[config.mk]
export PLATFORM = sky130hd
export DESIGN_NAME = gpc_counter
export DESIGN_NICKNAME = d
export VERILOG_FILES = /design/src/shared/gpc_pkg.sv /design/src/hdl/gpc_counter.sv
export SDC_FILE = /design/constraint.sdc
export NUM_CORES = 1
export LEC_CHECK = 0
export BUFFER_PORTS_ARGS = -buffer_cell sky130_fd_sc_hd__buf_2
export CAP_MARGIN = 30
export CORE_ASPECT_RATIO = 1.2
export CORE_MARGIN = 4
export CORE_UTILIZATION = 35
export DETAILED_ROUTE_END_ITERATION = 8
export PLACE_DENSITY = 0.56
export SLEW_MARGIN = 0
export SYNTH_ARGS = -nofsm -noshare
export SYNTH_HDL_FRONTEND = slang
export SYNTH_SLANG_ARGS = --single-unit
[constraint.sdc]
create_clock -name clk_i -period 6.4 [get_ports clk_i]
set_input_delay 0.64 -clock clk_i [delete_from_list [all_inputs] [get_ports clk_i]]
set_output_delay 0.64 -clock clk_i [all_outputs]
set_load 0.005 [all_outputs]
[src/shared/gpc_pkg.sv]
// Purpose: Constants, register map and types for the general-purpose counter.
// Assumes: 40 MHz system clock, classic Wishbone with 32-bit data.
// Notes: Timebase dividers derive from the clock rate.
package gpc_pkg;
  // ----------------------------------------
  // Clock and timebases
  // ----------------------------------------
  localparam int unsigned CLK_HZ = 40_000_000;
  localparam int unsigned FAST_TB_HZ = 20_000_000;
  localparam int unsigned SLOW_TB_HZ = 100_000;
  localparam int TB_W = 9;
  localparam logic [TB_W-1:0] FAST_LAST = TB_W'(CLK_HZ / FAST_TB_HZ - 1);
  localparam logic [TB_W-1:0] SLOW_LAST = TB_W'(CLK_HZ / SLOW_TB_HZ - 1);
  // ----------------------------------------
  // Widths and pins
  // ----------------------------------------
  localparam int CNT_W = 24;
  localparam logic [CNT_W-1:0] CNT_MAX = {CNT_W{1'b1}};
  localparam logic [CNT_W:0] TCL_ONE = {{CNT_W{1'b0}}, 1'b1};
  localparam int PFI_N = 10;
  localparam int DIO_N = 8;
  localparam int SRC_EXPORT_PIN = 8;
  localparam int GATE_EXPORT_PIN = 9;
  // Selector codes: 0..9 pick a function pin
  localparam logic [3:0] SEL_FAST = 4'ha;
  localparam logic [3:0] SEL_SLOW = 4'hb;
  localparam logic [3:0] SEL_ANALOG = 4'ha;
  // ----------------------------------------
  // Register byte offsets
  // ----------------------------------------
  localparam logic [4:0] REG_CTRL = 5'h00;
  localparam logic [4:0] REG_LOAD = 5'h04;
  localparam logic [4:0] REG_PULSES = 5'h08;
  localparam logic [4:0] REG_COUNT = 5'h0c;
  localparam logic [4:0] REG_SAVE = 5'h10;
  localparam logic [4:0] REG_STATUS = 5'h14;
  localparam logic [4:0] REG_CMD = 5'h18;
  // Control fields
  localparam int CTRL_W = 26;
  localparam int F_MODE = 0;
  localparam int F_SRC_SEL = 2;
  localparam int F_SRC_FALL = 6;
  localparam int F_GATE_SEL = 7;
  localparam int F_START_EN = 11;
  localparam int F_RETRIG = 12;
  localparam int F_PAUSE_EN = 13;
  localparam int F_PAUSE_LVL = 14;
  localparam int F_SAVE_EN = 15;
  localparam int F_STOP_EN = 16;
  localparam int F_REQ_EN = 17;
  localparam int F_OUT_TOG = 18;
  localparam int F_OUT_POL = 19;
  localparam int F_DIR_EXT = 20;
  localparam int F_DIR_UP = 21;
  localparam int F_EXP_SRC = 22;
  localparam int F_EXP_GATE = 23;
  localparam int F_EXP_OUT = 24;
  localparam int F_GATE_FALL = 25;
  // Command and status bits
  localparam int CMD_ARM = 0;
  localparam int CMD_STOP = 1;
  localparam int ST_TC = 4;
  localparam int ST_GATE = 5;
  localparam int ST_DONE = 6;
  typedef enum logic [1:0] {
    MODE_EDGE = 2'b00, MODE_CONT = 2'b01, MODE_FINITE = 2'b10
  } gpc_mode_e;
  typedef enum logic [1:0] {
    S_IDLE = 2'b00, S_ARMED = 2'b01, S_RUN = 2'b10
  } gpc_state_e;
endpackage : gpc_pkg

[src/hdl/gpc_counter.sv]
// Purpose: General-purpose counter/timer with source, gate and one output.
// Assumes: Pins are asynchronous; analog comparison event is on clk_i.
// Notes: Behaviour
// Behaviour
// Source, gate, one output, software registers
// Digital trigger starts or pauses counter
// Analog comparison event usable as trigger
// Start begins pulses; continuous until software stop
// Finite emits count; retrigger restarts generation
// Edge counting holds while paused, resumes
// Continuous pulses stop while paused level
// Falling edge equals inverted rising behaviour
// Gate sampled only at active source edge
// Internal timebase gate uncertainty one period
// Source from pins or internal, edge select
// Each source edge increments or decrements
// Internal source: fast or slow timebase
// Source exportable on pin, floats after reset
// Gate from pins or internal, edge/level
// Gate starts, stops, requests, or saves count
// Gate exportable on pin, floats after reset
// Rollover makes terminal count on output
// Output mode pulse or toggle per event
// Output polarity programmable in both modes
// All pins undriven inputs after reset
// Direction line low down, high up
// Gate save copies count, count unaffected
`timescale 1ns/1ps
module gpc_counter
  import gpc_pkg::*;
(
  // Clock and reset
  input wire logic clk_i,
  input wire logic rst_i,
  // Wishbone slave
  input wire logic wb_cyc_i,
  input wire logic wb_stb_i,
  input wire logic wb_we_i,
  input wire logic [4:0] wb_adr_i,
  input wire logic [3:0] wb_sel_i,
  input wire logic [31:0] wb_dat_i,
  output logic [31:0] wb_dat_o,
  output logic wb_ack_o,
  // Programmable function pins
  input wire logic [PFI_N-1:0] programmable_function_pin_i,
  output logic [PFI_N-1:0] programmable_function_pin_o,
  output logic [PFI_N-1:0] programmable_function_pin_oe_n_o,
  // Digital lines and direction
  input wire logic count_direction_line_i,
  output logic [DIO_N-1:0] digital_line_oe_n_o,
  // Internal trigger
  input wire logic analog_compare_event_i,
  // Counter outputs
  output logic count_internal_output_o,
  output logic terminal_count_event_o,
  output logic count_gate_request_o,
  output logic count_out_pin_o,
  output logic count_out_pin_oe_n_o
);
  // ----------------------------------------
  // Declarations
  // ----------------------------------------
  logic [PFI_N-1:0] pfi_s1, pfi_s2;
  logic dir_s1, dir_s2;
  logic [TB_W-1:0] fast_cnt, slow_cnt;
  logic src_prev, src_exp, gate_exp, gate_lvl;
  logic [CTRL_W-1:0] ctrl;
  logic [CNT_W-1:0] load_val, pulses, count, saved;
  logic [CNT_W:0] tc_left;
  logic tog, st_tc, st_gate, st_done;
  gpc_state_e state, next_state;

  // ----------------------------------------
  // Pin synchronisers
  // ----------------------------------------
  // Two flops before any logic looks at a pin
  always_ff @(posedge clk_i) begin
    pfi_s1 <= programmable_function_pin_i;
    pfi_s2 <= pfi_s1;
    dir_s1 <= count_direction_line_i;
    dir_s2 <= dir_s1;
  end

  // ----------------------------------------
  // Control field decode
  // ----------------------------------------
  wire [1:0] mode = ctrl[F_MODE +: 2];
  wire [3:0] src_sel = ctrl[F_SRC_SEL +: 4];
  wire [3:0] gate_sel = ctrl[F_GATE_SEL +: 4];
  wire src_fall = ctrl[F_SRC_FALL];
  wire gate_fall = ctrl[F_GATE_FALL];
  wire start_en = ctrl[F_START_EN];
  wire retrig = ctrl[F_RETRIG];
  wire pause_en = ctrl[F_PAUSE_EN];
  wire pause_lvl = ctrl[F_PAUSE_LVL];
  wire out_tog = ctrl[F_OUT_TOG];
  wire out_pol = ctrl[F_OUT_POL];
  wire finite = (mode == MODE_FINITE);
  wire pulse_mode = (mode == MODE_CONT) || finite;

  // ----------------------------------------
  // Internal timebases
  // ----------------------------------------
  // Both timebases are tick enables, so no derived clocks exist
  always_ff @(posedge clk_i) begin
    if (rst_i) begin
      fast_cnt <= '0;
      slow_cnt <= '0;
    end else begin
      fast_cnt <= (fast_cnt == FAST_LAST) ? '0 : fast_cnt + 1'b1;
      slow_cnt <= (slow_cnt == SLOW_LAST) ? '0 : slow_cnt + 1'b1;
    end
  end
  wire fast_tick = (fast_cnt == FAST_LAST);
  wire slow_tick = (slow_cnt == SLOW_LAST);

  // ----------------------------------------
  // Source selection and edge detection
  // ----------------------------------------
  // Falling mode just inverts the compare, so all later logic is shared
  wire src_is_pin = (src_sel < 4'(PFI_N));
  wire src_is_tb = (src_sel == SEL_FAST) || (src_sel == SEL_SLOW);
  wire src_lvl = src_is_pin ? pfi_s2[src_sel] : 1'b0;
  wire ext_edge = src_fall ? (src_prev & ~src_lvl) : (~src_prev & src_lvl);
  wire src_tick = (src_sel == SEL_FAST) ? fast_tick :
                  (src_sel == SEL_SLOW) ? slow_tick :
                  (src_is_pin & ext_edge);

  // ----------------------------------------
  // Gate selection and sampling
  // ----------------------------------------
  // Gate only counts at source edges; asynchronous gates jitter by one period
  wire gate_raw = (gate_sel < 4'(PFI_N)) ? pfi_s2[gate_sel] :
                  (gate_sel == SEL_ANALOG) ? analog_compare_event_i : 1'b0;
  wire gate_now = src_tick ? gate_raw : gate_lvl;
  wire gate_edge = src_tick & ((gate_raw ^ gate_fall) & ~(gate_lvl ^ gate_fall));

  always_ff @(posedge clk_i) begin
    if (rst_i) begin
      src_prev <= 1'b1; // Pins idle at the pull-up level, so no false edge after reset
      gate_lvl <= 1'b0;
      src_exp <= 1'b0;
      gate_exp <= 1'b0;
    end else begin
      src_prev <= src_lvl;
      gate_lvl <= gate_now;
      src_exp <= src_is_tb ? src_tick : src_lvl;
      gate_exp <= gate_raw;
    end
  end

  // ----------------------------------------
  // Wishbone decode
  // ----------------------------------------
  wire bus_req = wb_cyc_i & wb_stb_i;
  wire bus_wr = bus_req & wb_we_i & wb_ack_o;
  wire [31:0] wmask = {{8{wb_sel_i[3]}}, {8{wb_sel_i[2]}}, {8{wb_sel_i[1]}}, {8{wb_sel_i[0]}}};
  wire wr_ctrl = bus_wr && (wb_adr_i == REG_CTRL);
  wire wr_load = bus_wr && (wb_adr_i == REG_LOAD);
  wire wr_pulses = bus_wr && (wb_adr_i == REG_PULSES);
  wire wr_status = bus_wr && (wb_adr_i == REG_STATUS);
  wire wr_cmd = bus_wr && (wb_adr_i == REG_CMD) && wb_sel_i[0];
  wire cmd_arm = wr_cmd & wb_dat_i[CMD_ARM];
  wire cmd_stop = wr_cmd & wb_dat_i[CMD_STOP];
  wire [31:0] ctrl_m = ({{(32-CTRL_W){1'b0}}, ctrl} & ~wmask) | (wb_dat_i & wmask);
  wire [31:0] load_m = ({{(32-CNT_W){1'b0}}, load_val} & ~wmask) | (wb_dat_i & wmask);
  wire [31:0] puls_m = ({{(32-CNT_W){1'b0}}, pulses} & ~wmask) | (wb_dat_i & wmask);
  wire [31:0] clr_m = wr_status ? (wb_dat_i & wmask) : 32'h0000_0000;

  // ----------------------------------------
  // Sequencing decode
  // ----------------------------------------
  // Pausing applies to edge counting and continuous generation only
  wire paused = pause_en & ~finite & (gate_now == pause_lvl);
  wire restart = (state == S_RUN) & gate_edge & start_en & retrig & finite;
  wire load_now = ((state == S_IDLE) & cmd_arm & ~start_en) |
                  ((state == S_ARMED) & gate_edge & ~cmd_stop) | restart;
  wire run_tick = (state == S_RUN) & src_tick & ~paused & ~load_now;
  wire count_up = pulse_mode ? 1'b0 : (ctrl[F_DIR_EXT] ? dir_s2 : ctrl[F_DIR_UP]);
  wire tc = run_tick & (count_up ? (count == CNT_MAX) : (count == '0));
  wire done = tc & finite & (tc_left == TCL_ONE);
  wire gate_stop = (state == S_RUN) & gate_edge & ctrl[F_STOP_EN];
  wire next_tog = load_now ? 1'b0 : (tc ? ~tog : tog);
  wire [CNT_W-1:0] step = count_up ? count + 1'b1 : count - 1'b1;

  // ----------------------------------------
  // State machine
  // ----------------------------------------
  always_comb begin
    next_state = state;
    unique case (state)
      S_IDLE: begin
        if (cmd_arm) begin
          next_state = start_en ? S_ARMED : S_RUN;
        end
      end
      S_ARMED: begin
        if (cmd_stop) begin
          next_state = S_IDLE;
        end else if (gate_edge) begin
          next_state = S_RUN;
        end
      end
      S_RUN: begin
        if (cmd_stop || gate_stop) begin
          next_state = S_IDLE;
        end else if (done && !restart) begin
          next_state = (retrig && start_en) ? S_ARMED : S_IDLE;
        end
      end
      default: begin
        next_state = S_IDLE;
      end
    endcase
  end

  always_ff @(posedge clk_i) begin
    if (rst_i) begin
      state <= S_IDLE;
    end else begin
      state <= next_state;
    end
  end

  // ----------------------------------------
  // Software registers
  // ----------------------------------------
  always_ff @(posedge clk_i) begin
    if (rst_i) begin
      ctrl <= '0;
      load_val <= '0;
      pulses <= '0;
    end else begin
      if (wr_ctrl) ctrl <= ctrl_m[CTRL_W-1:0];
      if (wr_load) load_val <= load_m[CNT_W-1:0];
      if (wr_pulses) pulses <= puls_m[CNT_W-1:0];
    end
  end

  // Sticky flags: a new event beats a clear in the same cycle
  always_ff @(posedge clk_i) begin
    if (rst_i) begin
      st_tc <= 1'b0;
      st_gate <= 1'b0;
      st_done <= 1'b0;
    end else begin
      st_tc <= tc | (st_tc & ~clr_m[ST_TC]);
      st_gate <= gate_edge | (st_gate & ~clr_m[ST_GATE]);
      st_done <= done | (st_done & ~clr_m[ST_DONE]);
    end
  end

  // ----------------------------------------
  // Counter core
  // ----------------------------------------
  // Pulse modes count down and reload; edge counting wraps freely
  always_ff @(posedge clk_i) begin
    if (rst_i) begin
      count <= '0;
      tc_left <= '0;
      saved <= '0;
    end else begin
      if (load_now) begin
        count <= load_val;
        tc_left <= {pulses, 1'b0};
      end else if (run_tick) begin
        count <= (tc && pulse_mode) ? load_val : step;
        if (tc) tc_left <= tc_left - TCL_ONE;
      end
      if (gate_edge && ctrl[F_SAVE_EN]) saved <= count;
    end
  end

  // ----------------------------------------
  // Output stage
  // ----------------------------------------
  // Pulse width is one clock; toggle gives a square wave per two events
  always_ff @(posedge clk_i) begin
    if (rst_i) begin
      tog <= 1'b0;
      count_internal_output_o <= 1'b0;
      terminal_count_event_o <= 1'b0;
      count_gate_request_o <= 1'b0;
      count_out_pin_o <= 1'b0;
    end else begin
      tog <= next_tog;
      count_internal_output_o <= out_pol ^ (out_tog ? next_tog : tc);
      terminal_count_event_o <= tc;
      count_gate_request_o <= gate_edge & ctrl[F_REQ_EN];
      count_out_pin_o <= out_pol ^ (out_tog ? next_tog : tc);
    end
  end

  // ----------------------------------------
  // Pin drivers
  // ----------------------------------------
  // Pin enables come from the control register, which clears on reset; digital lines are never driven
  genvar g;
  generate
    for (g = 0; g < PFI_N; g++) begin : g_pin
      wire is_src = (g == SRC_EXPORT_PIN);
      wire is_gate = (g == GATE_EXPORT_PIN);
      assign programmable_function_pin_o[g] = is_src ? src_exp : (is_gate ? gate_exp : 1'b0);
      assign programmable_function_pin_oe_n_o[g] =
        ~((is_src & ctrl[F_EXP_SRC]) | (is_gate & ctrl[F_EXP_GATE]));
    end
  endgenerate
  assign count_out_pin_oe_n_o = ~ctrl[F_EXP_OUT];
  assign digital_line_oe_n_o = {DIO_N{1'b1}};

  // ----------------------------------------
  // Register read and acknowledge
  // ----------------------------------------
  wire [31:0] status_w = {25'h0, st_done, st_gate, st_tc, count_internal_output_o,
                          paused, state == S_ARMED, state == S_RUN};
  wire [31:0] rdata =
    (wb_adr_i == REG_CTRL) ? {{(32-CTRL_W){1'b0}}, ctrl} :
    (wb_adr_i == REG_LOAD) ? {{(32-CNT_W){1'b0}}, load_val} :
    (wb_adr_i == REG_PULSES) ? {{(32-CNT_W){1'b0}}, pulses} :
    (wb_adr_i == REG_COUNT) ? {{(32-CNT_W){1'b0}}, count} :
    (wb_adr_i == REG_SAVE) ? {{(32-CNT_W){1'b0}}, saved} :
    (wb_adr_i == REG_STATUS) ? status_w : 32'h0000_0000;

  // Answer every address after one wait cycle; unmapped reads give zero
  always_ff @(posedge clk_i) begin
    if (rst_i) begin
      wb_ack_o <= 1'b0;
      wb_dat_o <= '0;
    end else begin
      wb_ack_o <= bus_req & ~wb_ack_o;
      if (bus_req && !wb_ack_o) wb_dat_o <= rdata;
    end
  end
endmodule : gpc_counter

=== Word level (Yosys, flattened, before mapping) ===
Cells that the tools add are included.

* $lt $le $gt $ge: 4
* Equal/unequal tests: 21
* $add $sub $neg: 5
* Reduce and logical (&&, ||, !) cells: 27
* Mux-type cells: 40
* Bitwise gates (word level): 64

{| class="wikitable"
|+ Operator list
! operator !! number
|-
| $mux 24 || 8
|-
| $mux 25 || 3
|-
| $and 26x26->26 || 2
|-
| $and 24x24->24 || 2
|-
| $or 24x24->24 || 2
|-
| $and 1x1->1 || 32
|-
| $mux 26 || 1
|-
| $not 26->26 || 1
|-
| $or 26x26->26 || 1
|-
| $eq 25x1->1 const B || 1
|-
| $sub 25x1->25 const B || 1
|-
| $add 24x1->24 const B || 1
|-
| $eq 24x24->1 const B || 1
|-
| $logic_not 24->1 || 1
|-
| $sub 24x1->24 const B || 1
|-
| $add 9x1->9 const B || 2
|-
| $mux 1 || 17
|-
| $not 1->1 || 16
|-
| $eq 5x5->1 const B || 3
|-
| $mux 7 || 2
|-
| $eq 4x4->1 const B || 3
|-
| $mux 2 || 6
|-
| $logic_and 1x1->1 || 11
|-
| $eq 5x4->1 const B || 2
|-
| 23 further kinds || 41
|}

* Register bits after elaboration: 233
* Logic and storage cells: 188
* Input bits: 58

=== Logic depth before layout (Yosys ltp) ===
* Depth after elaboration: 24
* Depth in mapped cells: 12
* Gate-level depth less buffers: 12

=== Worst setup path after synthesis ===
OpenSTA, ideal clock, no wires.

* Kind: register to register
* Start point: register (tool-made name)
* End point: register count[22]
* Path buffers: 0
* Stages on the path, launching flop included: 13
* Arrival: 3.330 ns
* Library setup time: 0.134 ns
* Slack: 2.936 ns
* Period minus slack after synthesis: 3.464 ns
* Data required time: 6.266 ns
* Cell sequence: dfxtp_1 inv_1 ha_1 nand2_1 fa_1 a211oi_1 o21ai_0 a31oi_1 o311ai_0 a21oi_1 mux2_2 o21ai_0 a211oi_1

{| class="wikitable"
|+ RTL lines
! what !! RTL line !! source
|-
| end signal: assignment || gpc_counter.sv:264 || <nowiki>count <= load_val;</nowiki>
|-
| end signal: assignment || gpc_counter.sv:267 || <nowiki>count <= (tc && pulse_mode) ? load_val : step;</nowiki>
|-
| end: declaration || gpc_counter.sv:68 || <nowiki>logic [CNT_W-1:0] load_val, pulses, count, saved;</nowiki>
|}

==> results.md <==
- Status: finished, final reports clean
- Fillers: 3105
- Register area: 0.00454 sq mm
- Largest family of logic cells by synthesized area: simple AND/OR/NAND/NOR gates
- Leakage Power: 5.31 nW
- Hold buffers post-CTS: 0
- Worst Path Class, Setup: register to register
- Synth Flop Type: dfxtp_1
- GRT Overall Usage: 18.4%
- Latest clock arrival within the worst-skew pair: 0.53 ns
- Worst Slack Setup Final: 2.35 ns
- # port buffers: 87
- Die area: 0.0339 sq mm
- Cell Pwr Density: 253 mW/mm^2
- WL met3: 2190 microns
- First-iteration detailed-routing DRC count: 774
- Non-Filler Instances: 1693
- Top post-synthesis cells by count: dfxtp_1 (227), nor2_1 (182), mux2i_1 (83)
- Tmin final: 4.05 ns
- DRC errors left: 0
- CP Capture Type: register
- Worst-Margin Slew: 1.08 ns
- Syn_area_per_cell: 8.96 sq um
- R2r endpoint: count[22]
- Total grt overflow: 0
- Cells after DPL: 1642
- Die extent in x: 169 microns
- WL met1: 14100 microns
- CTS clk-pin slew, worst paths: 0.06 ns
- Period utilisation layout: 63.3%
- Placement row count: 70
- Cell taking the most area after synthesis: dfxtp_1
- Post-synthesis sequential area ratio: 41.9%
- # Max-Cap Violations: 0
- Post-DP HPWL: 22600 microns
- Drt total wl: 32300 microns
- Achievable Freq: 0.247 GHz
- Io pins: 124
- Setup crit start kind: register
- Clk sinks: 227
- First-pass GRT wire length: 51200 microns
- Routed len/inst: 19.1 microns
- Async SR Flop Fraction: 0%
- Yosys Warn Count: 0
- Setup_tns: 0 ns
- Overall power: 3.17 mW
- # setup viols final: 0
- #FFs+latches synth: 227
- Top-area cell type share of the netlist area: 41.9%
- Worst reg2reg path depth: 13
- Core area: 0.0306 sq mm
- H-tree levels: 1
- DR top layer: met5
- Top-count cell post-synth: dfxtp_1
- Initial Util: 35.5%
- Slew headroom: 27.6%
- Nets@finish: 1363
- Routability cong.: 0.897
- Mux cell area share after synthesis: 8.70%
- Reg2reg setup slack: 2.35 ns
- Vias: 9423
- Max IR drop VDD: 0.325 mV
- Clk_skew: 0.0130 ns
- CP peak stage delay: 0.45 ns
- Area contributors post-synth: dfxtp_1 (42%), mux2i_1 (7.7%), nor2_1 (6.3%)
- Synth Cell Area: 0.0108 sq mm
- CP cell instances: inv_1 > ha_1 > nand2_1 > buf_8 > fa_1 > a211oi_1 > o21ai_0 > a31oi_1 > o311ai_0 > a21oi_1 > mux2_2 > o21ai_0 > a211oi_1
- Synth Instances: 1211
- Root Driver: clkbuf_16
- WHS Path Cells: 1
- Synth Area in Compound Gates: 17.9%
- Slowest-stage cell, CP: a31oi_1
- Area of the multi-input gates: 0.00590 sq mm
- XOR/XNOR share of the synthesized area: 3.79%
- WHS: 0.203 ns
- Post-synth cell types: 63
- Die Ht: 201 microns
- Area Growth Syn to Fin: 15.5%
- Postcts setup bufs: 0
- Share of layout cells above drive strength 1: 13.8%
- Simple-Gate Fraction of Synth Area: 19.0%
- Final Hold Viols: 0
- Adder-Cell Fraction of Synth Area: 3.41%
- Vias in the first global route: 9205
- DP Worst Slack: 2.36 ns
- RSZ-0062 raised after global routing: false
- Antenna violations before repair: 2
- Max Slew Vio Count: 0
- Number of synthesized flops with an enable pin: 0
- ANT nets after route: 0
- N_diodes: 0
- Drt first pass iters: 7
- Largest net degree at the start of global routing: 78
- Worst Path Arrival: 4.43 ns
- CTS tree: built
- Number of buffers created by CTS: 27
- CTS max path bufs: 3
- Vias per inst: 5.57
- Resized Gates After CTS: 0
- CP required: 6.78 ns
- Hold Path Origin: programmable_function_pin_i[0]
- HP Class: primary input to register
- Met2 wire len: 15400 microns
- CP Max Fanout: 16
- WHS Endpoint: pfi_s1[0]
-- layout by cell type, fill, tap and decap left out, types with 9 or more instances in the layout --
cell type and n:
nand3_1 49, o21ai_0 26, nor4_1 21, clkinv_2 9
mux2i_1 83, a221oi_1 29, xor2_1 15, nand2_1 74
a311oi_1 17, dfxtp_1 227, nor2_1 180, a211oi_1 50
xnor2_1 32, or3_1 15, buf_2 86, nor3_1 26
ha_1 28, a21o_1 10, a21oi_1 58, a222oi_1 18
conb_1 30, and2_1 10, a221o_1 9, buf_4 16
inv_1 18, nand4_1 10, clkbuf_16 27
-- cell families (layout without fill, tap and decap cells) --
logic type	after synthesis	in the layout
xor gates and xnor gates	47	47
DFF	227	227
buffers and inverters	115	173
and+or+nand+nor	435	435
other	2	30
muxes	89	89
adders and majority gates	29	29
AOI/OAI and AO/OA	267	267
-- routing by layer --
layer  GRT usage [%]  vias to the layer above
li1                -                     4562
met5               0                        -
met3            3.45                       54
met1            24.2                     4487
met4            4.20                        4
met2            31.4                      316
-- power by group --
part | leakage [nW] | internal (mW) | switching [mW]
clock | 0.462 | 0.972 | 0.614
combinational | 3.01 | 0.0450 | 0.0868
sequential | 1.84 | 1.44 | 0.0126
total | 5.31 | 2.45 | 0.714
-- worst max path at each step --
stage / from / endpoint / slack [ns] / depth (start not counted)
2_1_floorplan: register / count[22] / 2.94 / 12
3_3_place_gp: register / count[22] / 2.05 / 12
3_5_place_dp: wb_cyc_i / count[13] / 2.36 / 10
4_1_cts: register / count[22] / 2.38 / 13
5_1_grt: register / count[16] / 2.02 / 13
6_report: register / count[22] / 2.35 / 13
-- critical path: cells and delay by family (launching register included) --
kind / cells / cell delay [ns]
compound gates: 7 / 1.78
simple gates: 1 / 0.32
fa+ha+maj: 2 / 0.74
mux: 1 / 0.35
buf+inv: 2 / 0.35
flops: 1 / 0.35
-- area by class of cell --
| class | count | area share (%) |
|---|---|---|
| tap | 396 | 3.95 |
| clock inverter | 18 | 1.65 |
| timing repair buffer | 105 | 4.72 |
| clock buffer | 32 | 5.78 |
| multi-input combinational | 897 | 47.1 |
| inverter | 18 | 0.539 |
| sequential | 227 | 36.3 |
-- metrics by stage --
step	util (%)	cell area, sq um
5_1_grt	41.0	12500
3_5_place_dp	37.9	11600
2_1_floorplan	-	11000
3_3_place_gp	37.9	11600
4_1_cts	41.0	12500
6_report	41.0	12500
No activity file was read; power rests on OpenSTA's default activity.
